`config.mk`:
```
export PLATFORM = sky130hd
export DESIGN_NAME = i2carb_core
export DESIGN_NICKNAME = d
export VERILOG_FILES = /design/src/pkg/i2carb_pkg.sv /design/src/i2carb_core.sv
export VERILOG_INCLUDE_DIRS = /design/src /design/src/pkg
export SDC_FILE = /design/constraint.sdc
export NUM_CORES = 1
export LEC_CHECK = 0
export BUFFER_PORTS_ARGS = -buffer_cell sky130_fd_sc_hd__clkbuf_2
export CORE_MARGIN = 2
export CORE_UTILIZATION = 55
export CTS_BUF_LIST = sky130_fd_sc_hd__clkbuf_8
export CTS_CLUSTER_SIZE = 40
export DETAILED_ROUTE_END_ITERATION = 12
export HOLD_SLACK_MARGIN = 0.06
export PLACE_DENSITY = 0.75
export SLEW_MARGIN = 20
export SYNTH_ARGS = -nofsm -noshare
export SYNTH_HDL_FRONTEND = slang
export SYNTH_SLANG_ARGS = --single-unit
```
`constraint.sdc`:
```
create_clock -name clk_i -period 2.9 [get_ports clk_i]
set_clock_uncertainty 0.05 [all_clocks]
set_input_delay 0.145 -clock clk_i [delete_from_list [all_inputs] [get_ports clk_i]]
set_output_delay 0.145 -clock clk_i [all_outputs]
set_load 0.05 [all_outputs]
```
`src/pkg/i2carb_defines.svh`:
```
`ifndef I2CARB_DEFINES_SVH
`define I2CARB_DEFINES_SVH
// register byte offsets
`define I2CARB_CTRL_ADDR   4'h0
`define I2CARB_STAT_ADDR   4'h4
`define I2CARB_RATE_ADDR   4'h8
`define I2CARB_DATA_ADDR   4'hc
// control register fields
`define I2CARB_CTRL_EN     0
`define I2CARB_CTRL_START  1
`define I2CARB_CTRL_RSTART 2
`define I2CARB_CTRL_STOP   3
`define I2CARB_CTRL_ACK    4
`define I2CARB_CTRL_ACKDT  5
`define I2CARB_CTRL_IRQEN  6
`define I2CARB_CTRL_SLEEP  7
// status register fields
`define I2CARB_ST_BF       0
`define I2CARB_ST_START    3
`define I2CARB_ST_STOP     4
`define I2CARB_ST_WRITE_COLLISION_FLAG     5
`define I2CARB_ST_BCL      6
`define I2CARB_ST_PIRQ     7
// reset values
`define I2CARB_RATE_RST    7'h04
`endif

```
`src/pkg/i2carb_pkg.sv`:
```
package i2carb_pkg;
  typedef enum logic [3:0] {
    ST_IDLE  = 4'b0000,
    ST_S1    = 4'b0001,
    ST_S2    = 4'b0010,
    ST_R1    = 4'b0011,
    ST_R2    = 4'b0100,
    ST_R3    = 4'b0101,
    ST_R4    = 4'b0110,
    ST_P1    = 4'b0111,
    ST_P2    = 4'b1000,
    ST_P3    = 4'b1001,
    ST_P4    = 4'b1010,
    ST_TXL   = 4'b1011,
    ST_TXH   = 4'b1100,
    ST_AK1   = 4'b1101,
    ST_AK2   = 4'b1110
  } i2carb_state_t;

  typedef struct packed {
    logic scl;
    logic sda;
  } i2carb_lines_t;
endpackage

```
`src/i2carb_core.sv`:
```
// Chosen here: the Wishbone interface to the registers and the placing of the registers.
`timescale 1ns/1ps
`include "i2carb_defines.svh"
// What this block does
// - buffer write during stop sets write collision, buffer unchanged
// - counter holds while released clock line is not yet seen high
// - on clock seen high, counter reloads from low seven reload bits
// - in sleep, completed byte wakes processor if port interrupt enabled
// - reset disables the port and aborts any transfer
// - start-seen and stop-seen cleared by reset and by disable
// - bus busy with interrupt enabled: stop on bus raises port interrupt
// - sampled data line compared with driven level; mismatch flags collision
// - expected one but sampled zero with clock high: collision, go idle
// - transmit collision: stop shifting, clear buffer full, release lines
// - sequence collision: abort, release lines, clear request bits
// - after collision keep watching; stop on bus sets port interrupt
// - buffer write after collision restarts at first data bit
// - start with a line already low: abort, flag collision, go idle
// - start: data high loads counter; clock low with data high collides
// - data low during first start count: reset counter, drive data now
// - else drive data low at count end, recount, then drive clock low
// - repeated start: count, release clock, on high sample data, low collides
// - clock falling before timeout while data undriven flags collision
// - both high at timeout: drive data low, count, drive clock low
// - stop: timeout data low, or clock low before data release, collides
// - stop seen on data rise with clock high; one period later irq, clear
module i2carb_core (
  input  wire logic        clk_i,
  input  wire logic        rst_i,
  input  wire logic [3:0]  wb_adr_i,
  input  wire logic [31:0] wb_dat_i,
  output logic      [31:0] wb_dat_o,
  input  wire logic        wb_we_i,
  input  wire logic [3:0]  wb_sel_i,
  input  wire logic        wb_cyc_i,
  input  wire logic        wb_stb_i,
  output logic             wb_ack_o,
  input  wire logic        scl_i,
  output logic             scl_o,
  output logic             scl_oe_n_o,
  input  wire logic        sda_i,
  output logic             sda_o,
  output logic             sda_oe_n_o,
  output logic             wake_o
);
  i2carb_pkg::i2carb_state_t state_ff;
  i2carb_pkg::i2carb_lines_t meta_ff, sync_ff, prev_ff;
  logic [6:0] rate_reload_register_ff;
  logic [6:0] bit_rate_counter_ff;
  logic [7:0] shift_data_buffer_ff;
  logic [7:0] shreg_ff;
  logic [3:0] bitcnt_ff;
  logic       en_ff, start_req_ff, rstart_req_ff, stop_request_bit_ff, ack_req_ff;
  logic       ackdt_ff, irqen_ff, sleep_ff;
  logic       buffer_full_flag_ff, write_collision_flag_ff, collision_irq_flag_ff;
  logic       port_irq_flag_ff, start_seen_ff, stop_seen_ff;
  logic       drv_scl_low_ff, drv_sda_low_ff, ack_ff, wake_ff;
  logic       wr, rd, cnt_zero, bus_start, bus_stop, coll, seq_done, abort;

  // two flops before any logic reads the pins
  always_ff @(posedge clk_i) begin
    if (rst_i) begin
      meta_ff <= 2'b11;
      sync_ff <= 2'b11;
      prev_ff <= 2'b11;
    end else begin
      meta_ff <= '{scl: scl_i, sda: sda_i};
      sync_ff <= meta_ff;
      prev_ff <= sync_ff;
    end
  end

  assign bus_start = sync_ff.scl & prev_ff.sda & ~sync_ff.sda;
  assign bus_stop  = sync_ff.scl & ~prev_ff.sda & sync_ff.sda;
  assign cnt_zero  = (bit_rate_counter_ff == 7'h00);
  assign wr        = wb_cyc_i & wb_stb_i & wb_we_i & ~wb_ack_o;
  assign rd        = wb_cyc_i & wb_stb_i & ~wb_we_i & ~wb_ack_o;
  // lines driven low: oe_n low, data fixed at zero
  assign scl_o      = 1'b0;
  assign sda_o      = 1'b0;
  assign scl_oe_n_o = ~drv_scl_low_ff;
  assign sda_oe_n_o = ~drv_sda_low_ff;
  assign wake_o     = wake_ff;

  // collision detection per phase
  always_comb begin
    coll = 1'b0;
    case (state_ff)
      i2carb_pkg::ST_IDLE: coll = start_req_ff & (~sync_ff.sda | ~sync_ff.scl);
      i2carb_pkg::ST_S1:   coll = sync_ff.sda & ~sync_ff.scl;
      i2carb_pkg::ST_R3:   coll = sync_ff.scl & ~sync_ff.sda;
      i2carb_pkg::ST_R4:   coll = prev_ff.scl & ~sync_ff.scl & sync_ff.sda;
      i2carb_pkg::ST_P2:   coll = ~sync_ff.scl & prev_ff.scl;
      i2carb_pkg::ST_P3:   coll = ~sync_ff.scl;
      i2carb_pkg::ST_P4:   coll = cnt_zero & ~sync_ff.sda;
      // driven one but sampled zero while clock high
      i2carb_pkg::ST_TXH,
      i2carb_pkg::ST_AK2:  coll = ~drv_sda_low_ff & sync_ff.scl & ~sync_ff.sda;
      default:             coll = 1'b0;
    endcase
  end
  assign abort = coll | ~en_ff;

  // main sequencer, counter and line drivers
  always_ff @(posedge clk_i) begin
    if (rst_i) begin
      state_ff            <= i2carb_pkg::ST_IDLE;
      bit_rate_counter_ff <= 7'h00;
      drv_scl_low_ff      <= 1'b0;
      drv_sda_low_ff      <= 1'b0;
      shreg_ff            <= 8'h00;
      bitcnt_ff           <= 4'h0;
    end else if (abort) begin
      // release both lines and park
      state_ff       <= i2carb_pkg::ST_IDLE;
      drv_scl_low_ff <= 1'b0;
      drv_sda_low_ff <= 1'b0;
      bitcnt_ff      <= 4'h0;
    end else begin
      if (!cnt_zero) bit_rate_counter_ff <= bit_rate_counter_ff - 7'h01;
      case (state_ff)
        i2carb_pkg::ST_IDLE: begin
          if (start_req_ff) begin
            state_ff            <= i2carb_pkg::ST_S1;
            bit_rate_counter_ff <= rate_reload_register_ff;
          end else if (rstart_req_ff) begin
            drv_sda_low_ff      <= 1'b0;
            state_ff            <= i2carb_pkg::ST_R1;
          end else if (stop_request_bit_ff) begin
            drv_sda_low_ff      <= 1'b1;
            drv_scl_low_ff      <= 1'b1;
            state_ff            <= i2carb_pkg::ST_P1;
          end else if (ack_req_ff) begin
            drv_scl_low_ff      <= 1'b1;
            drv_sda_low_ff      <= ~ackdt_ff;
            bit_rate_counter_ff <= rate_reload_register_ff;
            state_ff            <= i2carb_pkg::ST_AK1;
          end else if (wr && wb_adr_i == `I2CARB_DATA_ADDR && drv_scl_low_ff) begin
            shreg_ff            <= wb_dat_i[7:0];
            bitcnt_ff           <= 4'h0;
            drv_sda_low_ff      <= ~wb_dat_i[7];
            bit_rate_counter_ff <= rate_reload_register_ff;
            state_ff            <= i2carb_pkg::ST_TXL;
          end
        end
        i2carb_pkg::ST_S1: begin
          if (!sync_ff.sda) begin
            drv_sda_low_ff      <= 1'b1;
            bit_rate_counter_ff <= rate_reload_register_ff;
            state_ff            <= i2carb_pkg::ST_S2;
          end else if (cnt_zero) begin
            drv_sda_low_ff      <= 1'b1;
            bit_rate_counter_ff <= rate_reload_register_ff;
            state_ff            <= i2carb_pkg::ST_S2;
          end
        end
        i2carb_pkg::ST_S2: if (cnt_zero) begin
          drv_scl_low_ff <= 1'b1;
          state_ff       <= i2carb_pkg::ST_IDLE;
        end
        i2carb_pkg::ST_R1: if (sync_ff.sda) begin
          bit_rate_counter_ff <= rate_reload_register_ff;
          state_ff            <= i2carb_pkg::ST_R2;
        end
        i2carb_pkg::ST_R2: if (cnt_zero) begin
          drv_scl_low_ff <= 1'b0;
          state_ff       <= i2carb_pkg::ST_R3;
        end
        i2carb_pkg::ST_R3: begin
          // counter held until the clock line is really high
          bit_rate_counter_ff <= rate_reload_register_ff;
          if (sync_ff.scl) state_ff <= i2carb_pkg::ST_R4;
        end
        i2carb_pkg::ST_R4: if (cnt_zero) begin
          if (!drv_sda_low_ff) begin
            drv_sda_low_ff      <= 1'b1;
            bit_rate_counter_ff <= rate_reload_register_ff;
          end else begin
            drv_scl_low_ff <= 1'b1;
            state_ff       <= i2carb_pkg::ST_IDLE;
          end
        end
        i2carb_pkg::ST_P1: if (!sync_ff.sda) begin
          drv_scl_low_ff <= 1'b0;
          state_ff       <= i2carb_pkg::ST_P2;
        end
        i2carb_pkg::ST_P2: begin
          bit_rate_counter_ff <= rate_reload_register_ff;
          if (sync_ff.scl) state_ff <= i2carb_pkg::ST_P3;
        end
        i2carb_pkg::ST_P3: if (cnt_zero) begin
          drv_sda_low_ff      <= 1'b0;
          bit_rate_counter_ff <= rate_reload_register_ff;
          state_ff            <= i2carb_pkg::ST_P4;
        end
        i2carb_pkg::ST_P4: if (cnt_zero) state_ff <= i2carb_pkg::ST_IDLE;
        i2carb_pkg::ST_TXL: if (cnt_zero) begin
          drv_scl_low_ff <= 1'b0;
          state_ff       <= i2carb_pkg::ST_TXH;
        end
        i2carb_pkg::ST_TXH: begin
          if (!sync_ff.scl) begin
            bit_rate_counter_ff <= rate_reload_register_ff;
          end else if (cnt_zero) begin
            drv_scl_low_ff      <= 1'b1;
            bit_rate_counter_ff <= rate_reload_register_ff;
            shreg_ff            <= {shreg_ff[6:0], 1'b1};
            bitcnt_ff           <= bitcnt_ff + 4'h1;
            // after eight bits the slave owns data for its answer
            drv_sda_low_ff      <= (bitcnt_ff < 4'h7) ? ~shreg_ff[6] : 1'b0;
            state_ff            <= (bitcnt_ff == 4'h8) ? i2carb_pkg::ST_IDLE
                                                       : i2carb_pkg::ST_TXL;
          end
        end
        i2carb_pkg::ST_AK1: if (cnt_zero) begin
          drv_scl_low_ff <= 1'b0;
          state_ff       <= i2carb_pkg::ST_AK2;
        end
        i2carb_pkg::ST_AK2: begin
          if (!sync_ff.scl) begin
            bit_rate_counter_ff <= rate_reload_register_ff;
          end else if (cnt_zero) begin
            drv_scl_low_ff <= 1'b1;
            state_ff       <= i2carb_pkg::ST_IDLE;
          end
        end
        default: state_ff <= i2carb_pkg::ST_IDLE;
      endcase
    end
  end

  assign seq_done = ~abort & cnt_zero & ((state_ff == i2carb_pkg::ST_S2) |
                    (state_ff == i2carb_pkg::ST_R4 & drv_sda_low_ff) |
                    (state_ff == i2carb_pkg::ST_AK2 & sync_ff.scl));

  // control and reload registers written by software
  always_ff @(posedge clk_i) begin
    if (rst_i) begin
      en_ff                   <= 1'b0;
      irqen_ff                <= 1'b0;
      sleep_ff                <= 1'b0;
      ackdt_ff                <= 1'b0;
      rate_reload_register_ff <= `I2CARB_RATE_RST;
    end else if (wr && wb_sel_i[0]) begin
      if (wb_adr_i == `I2CARB_CTRL_ADDR) begin
        en_ff    <= wb_dat_i[`I2CARB_CTRL_EN];
        ackdt_ff <= wb_dat_i[`I2CARB_CTRL_ACKDT];
        irqen_ff <= wb_dat_i[`I2CARB_CTRL_IRQEN];
        sleep_ff <= wb_dat_i[`I2CARB_CTRL_SLEEP];
      end
      if (wb_adr_i == `I2CARB_RATE_ADDR) rate_reload_register_ff <= wb_dat_i[6:0];
    end
  end

  // request bits: set by software only when idle, cleared by hardware
  always_ff @(posedge clk_i) begin
    if (rst_i || abort) begin
      start_req_ff        <= 1'b0;
      rstart_req_ff       <= 1'b0;
      stop_request_bit_ff <= 1'b0;
      ack_req_ff          <= 1'b0;
    end else begin
      if (seq_done) begin
        start_req_ff  <= 1'b0;
        rstart_req_ff <= 1'b0;
        ack_req_ff    <= 1'b0;
      end
      if (state_ff == i2carb_pkg::ST_P4 && cnt_zero) stop_request_bit_ff <= 1'b0;
      if (wr && wb_sel_i[0] && wb_adr_i == `I2CARB_CTRL_ADDR &&
          state_ff == i2carb_pkg::ST_IDLE && !start_req_ff && !rstart_req_ff &&
          !stop_request_bit_ff && !ack_req_ff) begin
        start_req_ff        <= wb_dat_i[`I2CARB_CTRL_START];
        rstart_req_ff       <= wb_dat_i[`I2CARB_CTRL_RSTART];
        stop_request_bit_ff <= wb_dat_i[`I2CARB_CTRL_STOP];
        ack_req_ff          <= wb_dat_i[`I2CARB_CTRL_ACK];
      end
    end
  end

  // buffer and its full and write-collision flags
  always_ff @(posedge clk_i) begin
    if (rst_i) begin
      shift_data_buffer_ff    <= 8'h00;
      buffer_full_flag_ff     <= 1'b0;
      write_collision_flag_ff <= 1'b0;
    end else begin
      if (wr && wb_sel_i[0] && wb_adr_i == `I2CARB_DATA_ADDR) begin
        if (state_ff != i2carb_pkg::ST_IDLE || stop_request_bit_ff) begin
          write_collision_flag_ff <= 1'b1;
        end else begin
          shift_data_buffer_ff <= wb_dat_i[7:0];
          buffer_full_flag_ff  <= 1'b1;
        end
      end else if (wr && wb_sel_i[0] && wb_adr_i == `I2CARB_STAT_ADDR &&
                   !wb_dat_i[`I2CARB_ST_WRITE_COLLISION_FLAG]) begin
        write_collision_flag_ff <= 1'b0;
      end
      if (abort || (state_ff == i2carb_pkg::ST_TXH && bitcnt_ff == 4'h7 && cnt_zero))
        buffer_full_flag_ff <= 1'b0;
    end
  end

  // bus status flags: set wins over software clear
  always_ff @(posedge clk_i) begin
    if (rst_i || !en_ff) begin
      start_seen_ff         <= 1'b0;
      stop_seen_ff          <= 1'b0;
      collision_irq_flag_ff <= 1'b0;
      port_irq_flag_ff      <= 1'b0;
      wake_ff               <= 1'b0;
    end else begin
      if (bus_start) begin
        start_seen_ff <= 1'b1;
        stop_seen_ff  <= 1'b0;
      end else if (bus_stop) begin
        stop_seen_ff  <= 1'b1;
        start_seen_ff <= 1'b0;
      end
      if (coll) collision_irq_flag_ff <= 1'b1;
      else if (wr && wb_sel_i[0] && wb_adr_i == `I2CARB_STAT_ADDR &&
               !wb_dat_i[`I2CARB_ST_BCL]) collision_irq_flag_ff <= 1'b0;
      if ((bus_stop && irqen_ff) || seq_done ||
          (state_ff == i2carb_pkg::ST_P4 && cnt_zero && !coll) ||
          (state_ff == i2carb_pkg::ST_TXH && bitcnt_ff == 4'h8 && cnt_zero))
        port_irq_flag_ff <= 1'b1;
      else if (wr && wb_sel_i[0] && wb_adr_i == `I2CARB_STAT_ADDR &&
               !wb_dat_i[`I2CARB_ST_PIRQ]) port_irq_flag_ff <= 1'b0;
      // wake only while asleep with interrupt enabled
      wake_ff <= sleep_ff & irqen_ff & port_irq_flag_ff;
    end
  end

  // wishbone slave: ack one cycle after strobe, unmapped reads zero
  always_ff @(posedge clk_i) begin
    if (rst_i) begin
      wb_ack_o <= 1'b0;
      wb_dat_o <= 32'h0000_0000;
    end else begin
      wb_ack_o <= wb_cyc_i & wb_stb_i & ~wb_ack_o;
      if (rd) begin
        case (wb_adr_i)
          `I2CARB_CTRL_ADDR: wb_dat_o <= {24'h000000, sleep_ff, irqen_ff, ackdt_ff,
                              ack_req_ff, stop_request_bit_ff, rstart_req_ff,
                              start_req_ff, en_ff};
          `I2CARB_STAT_ADDR: wb_dat_o <= {24'h000000, port_irq_flag_ff,
                              collision_irq_flag_ff, write_collision_flag_ff,
                              stop_seen_ff, start_seen_ff, 2'b00, buffer_full_flag_ff};
          `I2CARB_RATE_ADDR: wb_dat_o <= {25'h0000000, rate_reload_register_ff};
          `I2CARB_DATA_ADDR: wb_dat_o <= {24'h000000, shift_data_buffer_ff};
          default:           wb_dat_o <= 32'h0000_0000;
        endcase
      end
    end
  end

  stop_irq_a: assert property (@(posedge clk_i) disable iff (rst_i)
    (state_ff == i2carb_pkg::ST_P4 && cnt_zero && en_ff && !coll) |=> port_irq_flag_ff)
    else $error("stop end did not raise port irq");
  write_collision_flag_a: assert property (@(posedge clk_i) disable iff (rst_i)
    (wr && wb_sel_i[0] && wb_adr_i == `I2CARB_DATA_ADDR && stop_request_bit_ff)
    |=> write_collision_flag_ff && $stable(shift_data_buffer_ff))
    else $error("write during stop not refused");
  coll_idle_a: assert property (@(posedge clk_i) disable iff (rst_i)
    (coll && en_ff) |=> state_ff == i2carb_pkg::ST_IDLE && !drv_sda_low_ff
                        && collision_irq_flag_ff)
    else $error("collision did not idle");
  hold_cnt_a: assert property (@(posedge clk_i) disable iff (rst_i)
    (state_ff == i2carb_pkg::ST_P2 && en_ff) |=> bit_rate_counter_ff == $past(rate_reload_register_ff))
    else $error("counter not held");
  start_chk_a: assert property (@(posedge clk_i) disable iff (rst_i)
    (state_ff == i2carb_pkg::ST_IDLE && start_req_ff && !sync_ff.scl) |=> !start_req_ff)
    else $error("start with low clock not aborted");
  flags_off_a: assert property (@(posedge clk_i) disable iff (rst_i)
    !en_ff |=> !start_seen_ff && !stop_seen_ff)
    else $error("status flags survive disable");
  bcl_sticky_a: assert property (@(posedge clk_i) disable iff (rst_i)
    (collision_irq_flag_ff && en_ff && !wr) |=> collision_irq_flag_ff)
    else $error("collision flag dropped");
  stop_seen_a: assert property (@(posedge clk_i) disable iff (rst_i)
    (bus_stop && en_ff) |=> stop_seen_ff)
    else $error("stop not seen");
endmodule

```
-- Yosys cells after proc, flatten, opt, wreduce, memory -nomap -nowiden
Cells that the tools add are included.
- flip-flop bits (word level): 93
- bits of input ports: 47
- output and inout port bits: 38
- $add $sub $neg: 2
- magnitude comparators: 1
- equality and inequality tests: 44
- mux-type cells: 92
- bitwise operators: 41
- reductions and logical operators: 66
- operators with widths (operator ; number):
    2-to-1 mux 7 bit ; 20
    2-to-1 mux 4 bit ; 29
    case mux 4 bit (14 select lines) ; 1
    case mux 7 bit (8 select lines) ; 1
    equality test 4 bit (second input constant) ; 10
    != test 2 bit (second input constant) ; 18
    2-to-1 mux 1 bit ; 35
    case mux 8 bit (4 select lines) ; 1
    AND 1 bit ; 24
    equality test 4 x 3 -> 1 bit (second input constant) ; 6
    logical AND 1 bit ; 21
    AND reduction 9 bit ; 2
    AND reduction 15 bit ; 1
    case mux 7 bit (2 select lines) ; 1
    nonzero test 2 bit ; 7
    inverter 1 bit ; 13
    OR reduction 2 bit ; 6
    zero test 1 bit ; 9
    equality test 4 x 2 -> 1 bit (second input constant) ; 2
    zero test 4 bit ; 2
    case mux 1 bit (8 select lines) ; 1
    case mux 4 bit (2 select lines) ; 1
    AND reduction 2 bit ; 4
    AND reduction 8 bit ; 1
    18 further kinds ; 30

-- Depth between registers and ports, before layout
Gate-level depths: netlist of run 1.
- word-level depth: 12
- depth in mapped cells: 11

-- Worst setup path before layout of run 1
No wires, ideal clock.
- path type: flip-flop to flip-flop
- from: reg bit_rate_counter_ff[0]
- to: reg stop_request_bit_ff
- setup time: 0.117 ns
- arrival: 2.442 ns
- slack: 0.291 ns
- cell stages (with the launch flop): 12
- path buffers: 3
- period minus slack after synthesis: 2.609 ns
- path through: dfxtp_1 > inv_1 > ha_1 > or4b_1 > buf_2 > or4_4 > a21o_4 > and2_4 > nand2b_2 > buf_6 > buf_12 > nor2_2
- cells in the longest elaborated chain, start to end: 5
- elaborated cells on any way between the ends: 7
- RTL lines (what ; line ; RTL):
    start, declared ; i2carb_core.sv:49 ; logic [6:0] bit_rate_counter_ff;
    start signal, assigned ; i2carb_core.sv:120 ; if (!cnt_zero) bit_rate_counter_ff <= bit_rate_counter_ff - 7'h01;
    start signal, assigned ; i2carb_core.sv:125 ; bit_rate_counter_ff <= rate_reload_register_ff;
    start signal, assigned ; i2carb_core.sv:136 ; bit_rate_counter_ff <= rate_reload_register_ff;
    zero test 7 bit (*) ; i2carb_core.sv:75 ; assign cnt_zero = (bit_rate_counter_ff == 7'h00);
    AND 1 bit ; i2carb_core.sv:95 ; i2carb_pkg::ST_P4: coll = cnt_zero & ~sync_ff.sda;
    case mux 1 bit (8 select lines) ; i2carb_core.sv:88 ; case (state_ff)
    OR 1 bit ; i2carb_core.sv:102 ; assign abort = coll | ~en_ff;
    logical OR 1 bit ; i2carb_core.sv:257 ; if (rst_i || abort) begin
    end signal, assigned ; i2carb_core.sv:274 ; stop_request_bit_ff <= wb_dat_i[`I2CARB_CTRL_STOP];
    end, declared ; i2carb_core.sv:53 ; logic en_ff, start_req_ff, rstart_req_ff, stop_request_bit_ff, ack_req_ff;
Every way passes the cells marked *; elsewhere a longest branch is shown, timed or not.
A chain may end at the register's enable or synchronous reset.

-- Final worst setup path of run 1
- from: reg bit_rate_counter_ff[0]
- to: reg shreg_ff[0]
- cells in the longest elaborated chain, start to end: 6
- elaborated cells on any way between the ends: 7
- RTL lines (what ; line ; RTL):
    zero test 7 bit (*) ; i2carb_core.sv:75 ;
    AND 1 bit ; i2carb_core.sv:95 ;
    case mux 1 bit (8 select lines) ; i2carb_core.sv:88 ;
    OR 1 bit ; i2carb_core.sv:102 ;
    inverter 1 bit (no source line) ; n/a ;
    AND reduction 9 bit (no source line) (*) ; n/a ;
    end signal, assigned ; i2carb_core.sv:139 ; shreg_ff <= wb_dat_i[7:0];
    end signal, assigned ; i2carb_core.sv:207 ; shreg_ff <= {shreg_ff[6:0], 1'b1};
    end, declared ; i2carb_core.sv:51 ; logic [7:0] shreg_ff;
Marks and branches as above.

==> impl_metrics.csv, run 1 <==
group,metric,value,unit
critical_path,timing.rr.end,"shreg_ff[0]",
synth,ys_seq_elements,69,
power_and_ir_drop,power.switching,0.565,mW
power_and_ir_drop,p_leak,1.99,nW
timing,period_minus_slack,2.78,ns
clock_tree,clk_path_buf_depth,2,
hold_path,min_path_type,"input port to flop",
critical_path,r2r_slack,0.12,ns
critical_path,worstRegToRegCells,8,
timing,fin_setup_tns,0,ns
floorplanning,fp.dieW,94.5,µm
run_status,outcome,"completed",
global_route,grtUsageMet1,0.422,
synth,yosysSeqAreaShare,0.307,
critical_path,required,3.15,ns
clock_tree,cts_post_setup_buffers_inserted,0,
power_and_ir_drop,ir_drop,248,µV
critical_path,r2r_start,"bit_rate_counter_ff[0]",
synth,synth_top_flop_cell,"dfxtp_1",
global_route,grt_overflow,0,
critical_path,critPathLaunch,"bit_rate_counter_ff[0]",
hold_path,hold_start,"wb_dat_i[6]",
routing,route.detailed.drc,0,
critical_path,slowest_stage,"nor4b_1",
timing,drv_slew,0,
routing,drtPass1Iterations,5,
timing,rsz0062_at_grt,"no",
clock_tree,clock_latency,0.38,ns
placed_design,portBuffers,31,
synth,synthCells,565,
critical_path,endpoint_kind,"flop",
clock_tree,root_buffer,"clkbuf_8",
power_and_ir_drop,power_density,414,nW/µm²
finish,seq_area,1380,µm²
finish,diodes,0,
clock_tree,ctsHtreeMaxLevel,3,
finish,nets,642,
routing,via_per_inst,6.31,
power_and_ir_drop,p_total,2.07,mW
finish,nFillCells,710,
synth,syn_area,4500,µm²
floorplanning,die_area,8920,µm²
timing,finalSetupViolCount,0,
critical_path,cp_slowest_stage_delay,0.50,ns
floorplanning,num_rows,32,
critical_path,critPathTopFamily,"simple AND/OR/NAND/NOR gates",
global_route,grt_max_degree,39,
placed_design,gp_congestion,0.942,
global_route,first_global_vias,4112,
critical_path,cp-start-kind,"flop",
floorplanning,ioPinCount,85,
synth,synthTopCellsByArea,"dfxtp_1, mux2i_1, nor2_1",
critical_path,cp_num_buf_inv,1,
timing,maxSlewHeadroom,0.382,
global_route,met3_usage,0.0567,
global_route,grt_busiest_layer,"met2",
synth,netlist.top_cell.by_area,"dfxtp_1",
global_route,grt_usage,0.311,
synth,synthArstFlopShare,0,
floorplanning,start_util,0.574,
critical_path,crit_chain,"inv_1 > ha_1 > nor4b_1 > a31oi_1 > nor2_1 > o2111ai_4 > o21bai_1 > a21oi_1",
routing,vias,4409,
power_and_ir_drop,power.internal,1.50,mW
critical_path,worstPathArrival,3.02,ns
routing,routed_wl,13.3,mm
synth,post_synth_num_cell_types,77,
clock_tree,cts_buffers,9,
floorplanning,die_h,94.5,µm
timing,fmax,360,MHz
global_route,grt_pass1_wl,21.4,mm
routing,ant_nets,0,
clock_tree,clkSinkCount,69,
finish,area_growth,11.0,%
synth,synth_edf_count,0,
routing,avgRoutedWirePerCell,19.0,µm
timing,worstMarginPinSlew,0.921,ns
power_and_ir_drop,comb_power_share,0.080,
hold_path,hold_end,"rate_reload_register_ff[6]",
finish,multi_input_area,2780,µm²
clock_tree,cts_tree,"built",
global_route,antenna_found_initial,0,
finish,drive_above_1_share,0.173,
synth,synth_area_per_cell,7.97,µm²
power_and_ir_drop,power_frac_seq,0.463,
timing,final_hold_viol_count,0,
routing,drtIter0Drc,483,
synth,yosysTopAreaCellShare,0.307,
power_and_ir_drop,clkPwrFrac,0.457,
floorplanning,core_area,7850,µm²
placed_design,hpwl,9.49,mm
flow_run,drv_cap,0,
synth,synth_warnings,0,
global_route,grtUsageMet2,0.496,
clock_tree,path_clk_slew,0.08,ns
power_and_ir_drop,switching_share,0.273,
timing,period_share,0.957,
critical_path,crit_fanout,8,
critical_path,crit_type,"flop to flop",
hold_path,min_path_cells,3,
==> power by group through the flow <==
stage | Sequential [mW] | Clock [mW] | Combinational (mW)
6_report | 0.958 | 0.945 | 0.165
5_1_grt | 0.959 | 0.995 | 0.177
4_1_cts | 0.958 | 0.948 | 0.163
3_5_place_dp | 0.980 | 0 | 0.154
3_3_place_gp | 0.980 | 0 | 0.152
2_1_floorplan | 0.977 | 0 | 0.148
==> logic make-up (layout without fill, tap and decap cells) <==
family | Yosys count | count (layout) | share of synthesized area
buffers and inverters | 83 | 90 | 0.0990
AO/OA/AOI/OAI | 157 | 157 | 0.242
AND/OR/NAND/NOR | 213 | 213 | 0.243
other | 1 | 26 | 0.000833
XOR/XNOR | 3 | 3 | 0.00584
adder cells (fa/ha/maj) | 3 | 3 | 0.00834
flip-flops | 69 | 69 | 0.307
multiplexers | 36 | 36 | 0.0940
==> stage by stage <==
stage	cell area, µm²	cells	util	setup slack [ns]	hold slack, ns
finish	4990	699	0.636	0.124	0.0762
global route	4990	699	0.636	0.0594	0.100
CTS	4990	699	0.636	0.0967	0.0709
detailed placement	4680	675	0.596	0.112	0.280
global placement	4680	675	0.596	0.234	0.276
floorplan	4590	590	-	0.291	0.199
==> state kept, by name, summed over array words and instances, names as in the netlist, 2 cells and up <==
signal / flops
wb_dat_o: 8
shift_data_buffer_ff: 8
state_ff: 4
shreg_ff: 7
bitcnt_ff: 4
sync_ff: 2
prev_ff: 2
rate_reload_register_ff: 7
meta_ff: 2
bit_rate_counter_ff: 7
==> cell usage in the layout (no fill, tap or decap), types with 11 or more instances in the layout <==
cell type / n
nor3_1: 11
inv_1: 13
nand3_1: 13
buf_4: 20
nand2_1: 42
conb_1: 26
o21ai_0: 37
nor2_1: 67
a21oi_1: 30
dfxtp_1: 69
a31oi_1: 11
clkbuf_2: 31
nor2b_1: 12
mux2i_1: 31
==> synthesized netlist by cell type, types with 5 or more instances <==
master / n
o22ai_1: 5
a211oi_1: 6
o211ai_1: 10
o21ai_0: 37
a21oi_1: 30
and2_1: 5
a31oi_1: 11
inv_1: 13
mux4_2: 5
nand2_1: 42
or2_2: 7
nand3_1: 13
a21o_1: 8
a22oi_1: 10
and3_1: 5
clkbuf_1: 34
dfxtp_1: 69
nand2b_1: 8
buf_4: 26
nor2b_1: 12
nor2_1: 67
nor4_1: 6
nor2_2: 6
nor3_1: 11
mux2i_1: 31
==> routing by layer <==
metal	up-vias	wire (µm)	share of wire
met2	224	6220	0.47
met5	-	0	0
met1	2105	5740	0.43
met4	0	321	0.024
met3	26	1020	0.077
li1	2054	-	-
==> worst register-to-register path: stages (launching register included) <==
cell and delay, ns:
dfxtp_1 0.36, inv_1 0.10, ha_1 0.22, nor4b_1 0.50, a31oi_1 0.25, nor2_1 0.50, o2111ai_4 0.32, o21bai_1 0.26
a21oi_1 0.15
==> timing repair <==
item	in CTS	in global routing
endpoints found under the hold margin	13	0
resized for setup	0	1
endpoints found under the setup margin	0	1
hold buffers	8	0
==> how the worst max path moves through the flow <==
stage,endpoint,slack [ns],cells after the start
3_5_place_dp,bit_rate_counter_ff[0],0.11,8
3_3_place_gp,bit_rate_counter_ff[0],0.23,8
4_1_cts,bit_rate_counter_ff[0],0.1,8
5_1_grt,shreg_ff[0],0.06,8
2_1_floorplan,stop_request_bit_ff,0.29,11
6_report,shreg_ff[0],0.12,8
==> area by class of cell <==
| class | count | share of cell area |
|---|---|---|
| multi-input combinational | 438 | 0.557 |
| sequential | 69 | 0.277 |
| timing repair buffer | 61 | 0.0852 |
| clock buffer | 10 | 0.0276 |
| tap | 102 | 0.0256 |
| clock inverter | 6 | 0.0188 |
| inverter | 13 | 0.00977 |
(Power assumes the default switching activity.)
==> run 2, diff against run 1 <==
--- a/config.mk
+++ b/config.mk
@@ -7,6 +7,7 @@
 export NUM_CORES = 1
 export LEC_CHECK = 0
 export BUFFER_PORTS_ARGS = -buffer_cell sky130_fd_sc_hd__clkbuf_2
+export CORE_ASPECT_RATIO = 0.5
 export CORE_MARGIN = 2
 export CORE_UTILIZATION = 55
 export CTS_BUF_LIST = sky130_fd_sc_hd__clkbuf_8
==> run 2 against run 1 <==
  * Clock power is 3.7% lower
  * Sequential share of layout area is 0.15 points lower
  * Routed wire length is 2.8% lower
  * Clock-buffer cell count stayed put
  * Maximum frequency is 0.76% lower
  * Critical path depth stayed put
  * Utilization is 0.64 points lower
  * Worst setup slack worse by 0.021 ns
  * First-iteration DRC count is 8.9% higher
  * Die area is 0.49% higher
  * Largest power group unchanged
  * Highest routed layer unchanged
==> impl_metrics.csv, run 2 (synthesis results as in run 1) <==
group,metric,value,unit
run_status,outcome,"completed",
clock_tree,cts_tree,"built",
floorplanning,die_area,8970,µm²
global_route,grt_max_degree,41,
placed_design,portBuffers,31,
routing,drtIter0Drc,526,
hold_path,min_path_type,"input port to flop",
timing,maxSlewHeadroom,0.389,
timing,drv_slew,0,
global_route,antenna_found_initial,0,
finish,area_growth,11.6,%
floorplanning,start_util,0.565,
routing,met3_length,1.38,mm
finish,nFillCells,699,
timing,fmax,357,MHz
global_route,grt_pass1_wl,20.6,mm
power_and_ir_drop,p_leak,2.01,nW
power_and_ir_drop,power_density,405,nW/µm²
routing,route.top_layer_used,"met4",
critical_path,crit_type,"flop to flop",
finish,diodes,0,
clock_tree,ctsHtreeMaxLevel,3,
routing,dr_wl_met2,5.63,mm
critical_path,endpoint_kind,"flop",
routing,ant_nets,0,
clock_tree,path_clk_slew,0.09,ns
floorplanning,ioPinCount,85,
routing,routed_wl,12.9,mm
floorplanning,die_h,68.0,µm
clock_tree,clk_path_buf_depth,2,
global_route,grt_overflow,0,
critical_path,slowest_stage,"or4_4",
timing,final_hold_viol_count,0,
finish,multi_input_area,2780,µm²
placed_design,gp_congestion,0.949,
routing,drtPass1Iterations,6,
timing,fin_setup_tns,0,ns
routing,via_per_inst,6.19,
global_route,grt_usage,0.298,
critical_path,required,3.05,ns
finish,drive_above_1_share,0.178,
timing,period_minus_slack,2.80,ns
global_route,first_global_vias,3897,
power_and_ir_drop,ir_drop,347,µV
finish,layout.cells.most_common,"dfxtp_1",
routing,vias,4419,
finish,final_cell_mix,"dfxtp_1, nor2_1, nand2_1, o21ai_0",
clock_tree,root_buffer,"clkbuf_8",
routing,avgRoutedWirePerCell,18.1,µm
floorplanning,fp.dieW,132,µm
clock_tree,clkSinkCount,69,
critical_path,crit_chain,"inv_1 > ha_2 > or4b_1 > or4_4 > a21o_4 > o2111ai_4 > o21bai_1 > a21oi_1",
clock_tree,cts_post_setup_buffers_inserted,0,
flow_run,drv_cap,0,
timing,worstMarginPinSlew,0.909,ns
timing,period_share,0.965,
floorplanning,num_rows,23,
critical_path,cp-start-kind,"flop",
power_and_ir_drop,p_total,2.03,mW
clock_tree,cts_buffers,9,
critical_path,cp_slowest_stage_delay,0.58,ns
critical_path,crit_fanout,8,
critical_path,worstPathArrival,2.95,ns
finish,reg_top3,"shift_data_buffer_ff: 8 flops, wb_dat_o: 8 flops",
finish,nets,647,
routing,route.detailed.drc,0,
routing,wl_met1,5.66,mm
critical_path,critPathTopFamily,"simple AND/OR/NAND/NOR gates",
timing,rsz0062_at_grt,"no",
floorplanning,core_area,7970,µm²
timing,finalSetupViolCount,0,
finish,seq_area,1380,µm²
placed_design,hpwl,9.38,mm
critical_path,cp_num_buf_inv,1,
clock_tree,clock_latency,0.36,ns
run 2: layout make-up:
class,instances,area share
multi-input cells,438,0.554
well taps,112,0.0279
repair buffers,66,0.0882
flip-flops and latches,69,0.275
clock buffers,10,0.0274
clock inverters,6,0.0172
inverters,13,0.00972
run 2: worst paths after layout:
kind / start / endpoint / slack (ns) / cells past startpoint
min: wb_cyc_i / wb_ack_o / 0.21 / 3
min reg2reg: meta_ff[0] / sync_ff[0] / 0.36 / 1
max reg2reg: bit_rate_counter_ff[0] / shreg_ff[0] / 0.10 / 8
max: bit_rate_counter_ff[0] / shreg_ff[0] / 0.10 / 8
run 2: timing repair:
action                                  4_1_cts  5_1_grt
hold endpoints to repair                     22        0
hold buffers                                 10        0
resized for setup                             0        3
endpoints found under the setup margin        0        4
run 2: metrics by stage:
step / utilization / setup WS, ns / hold WS, ns / area (µm²) / std cells
6_report: 0.630 / 0.103 / 0.208 / 5020 / 714
5_1_grt: 0.630 / 0.00165 / 0.240 / 5020 / 714
4_1_cts: 0.629 / 0.139 / 0.200 / 5010 / 714
3_5_place_dp: 0.588 / 0.141 / 0.280 / 4690 / 688
3_3_place_gp: 0.588 / 0.219 / 0.278 / 4690 / 688
2_1_floorplan: - / 0.291 / 0.199 / 4590 / 590
run 2: worst min-delay path, delay by kind of cell:
kind	cells	cell delay, ns
buf+inv	1	0.07
simple gates	2	0.36
run 2: power by group:
group | switching (mW) | total, mW | leakage (nW) | internal (mW)
registers | 0.00537 | 0.957 | 0.557 | 0.951
logic | 0.128 | 0.168 | 1.33 | 0.0395
clock network | 0.402 | 0.910 | 0.118 | 0.508
total | 0.536 | 2.03 | 2.01 | 1.50
run 2: per-layer routing:
layer	vias to the layer above	track usage
li1	2063	-
met1	2062	0.407
met2	268	0.461
met3	26	0.0741
met4	0	0.113
met5	-	0
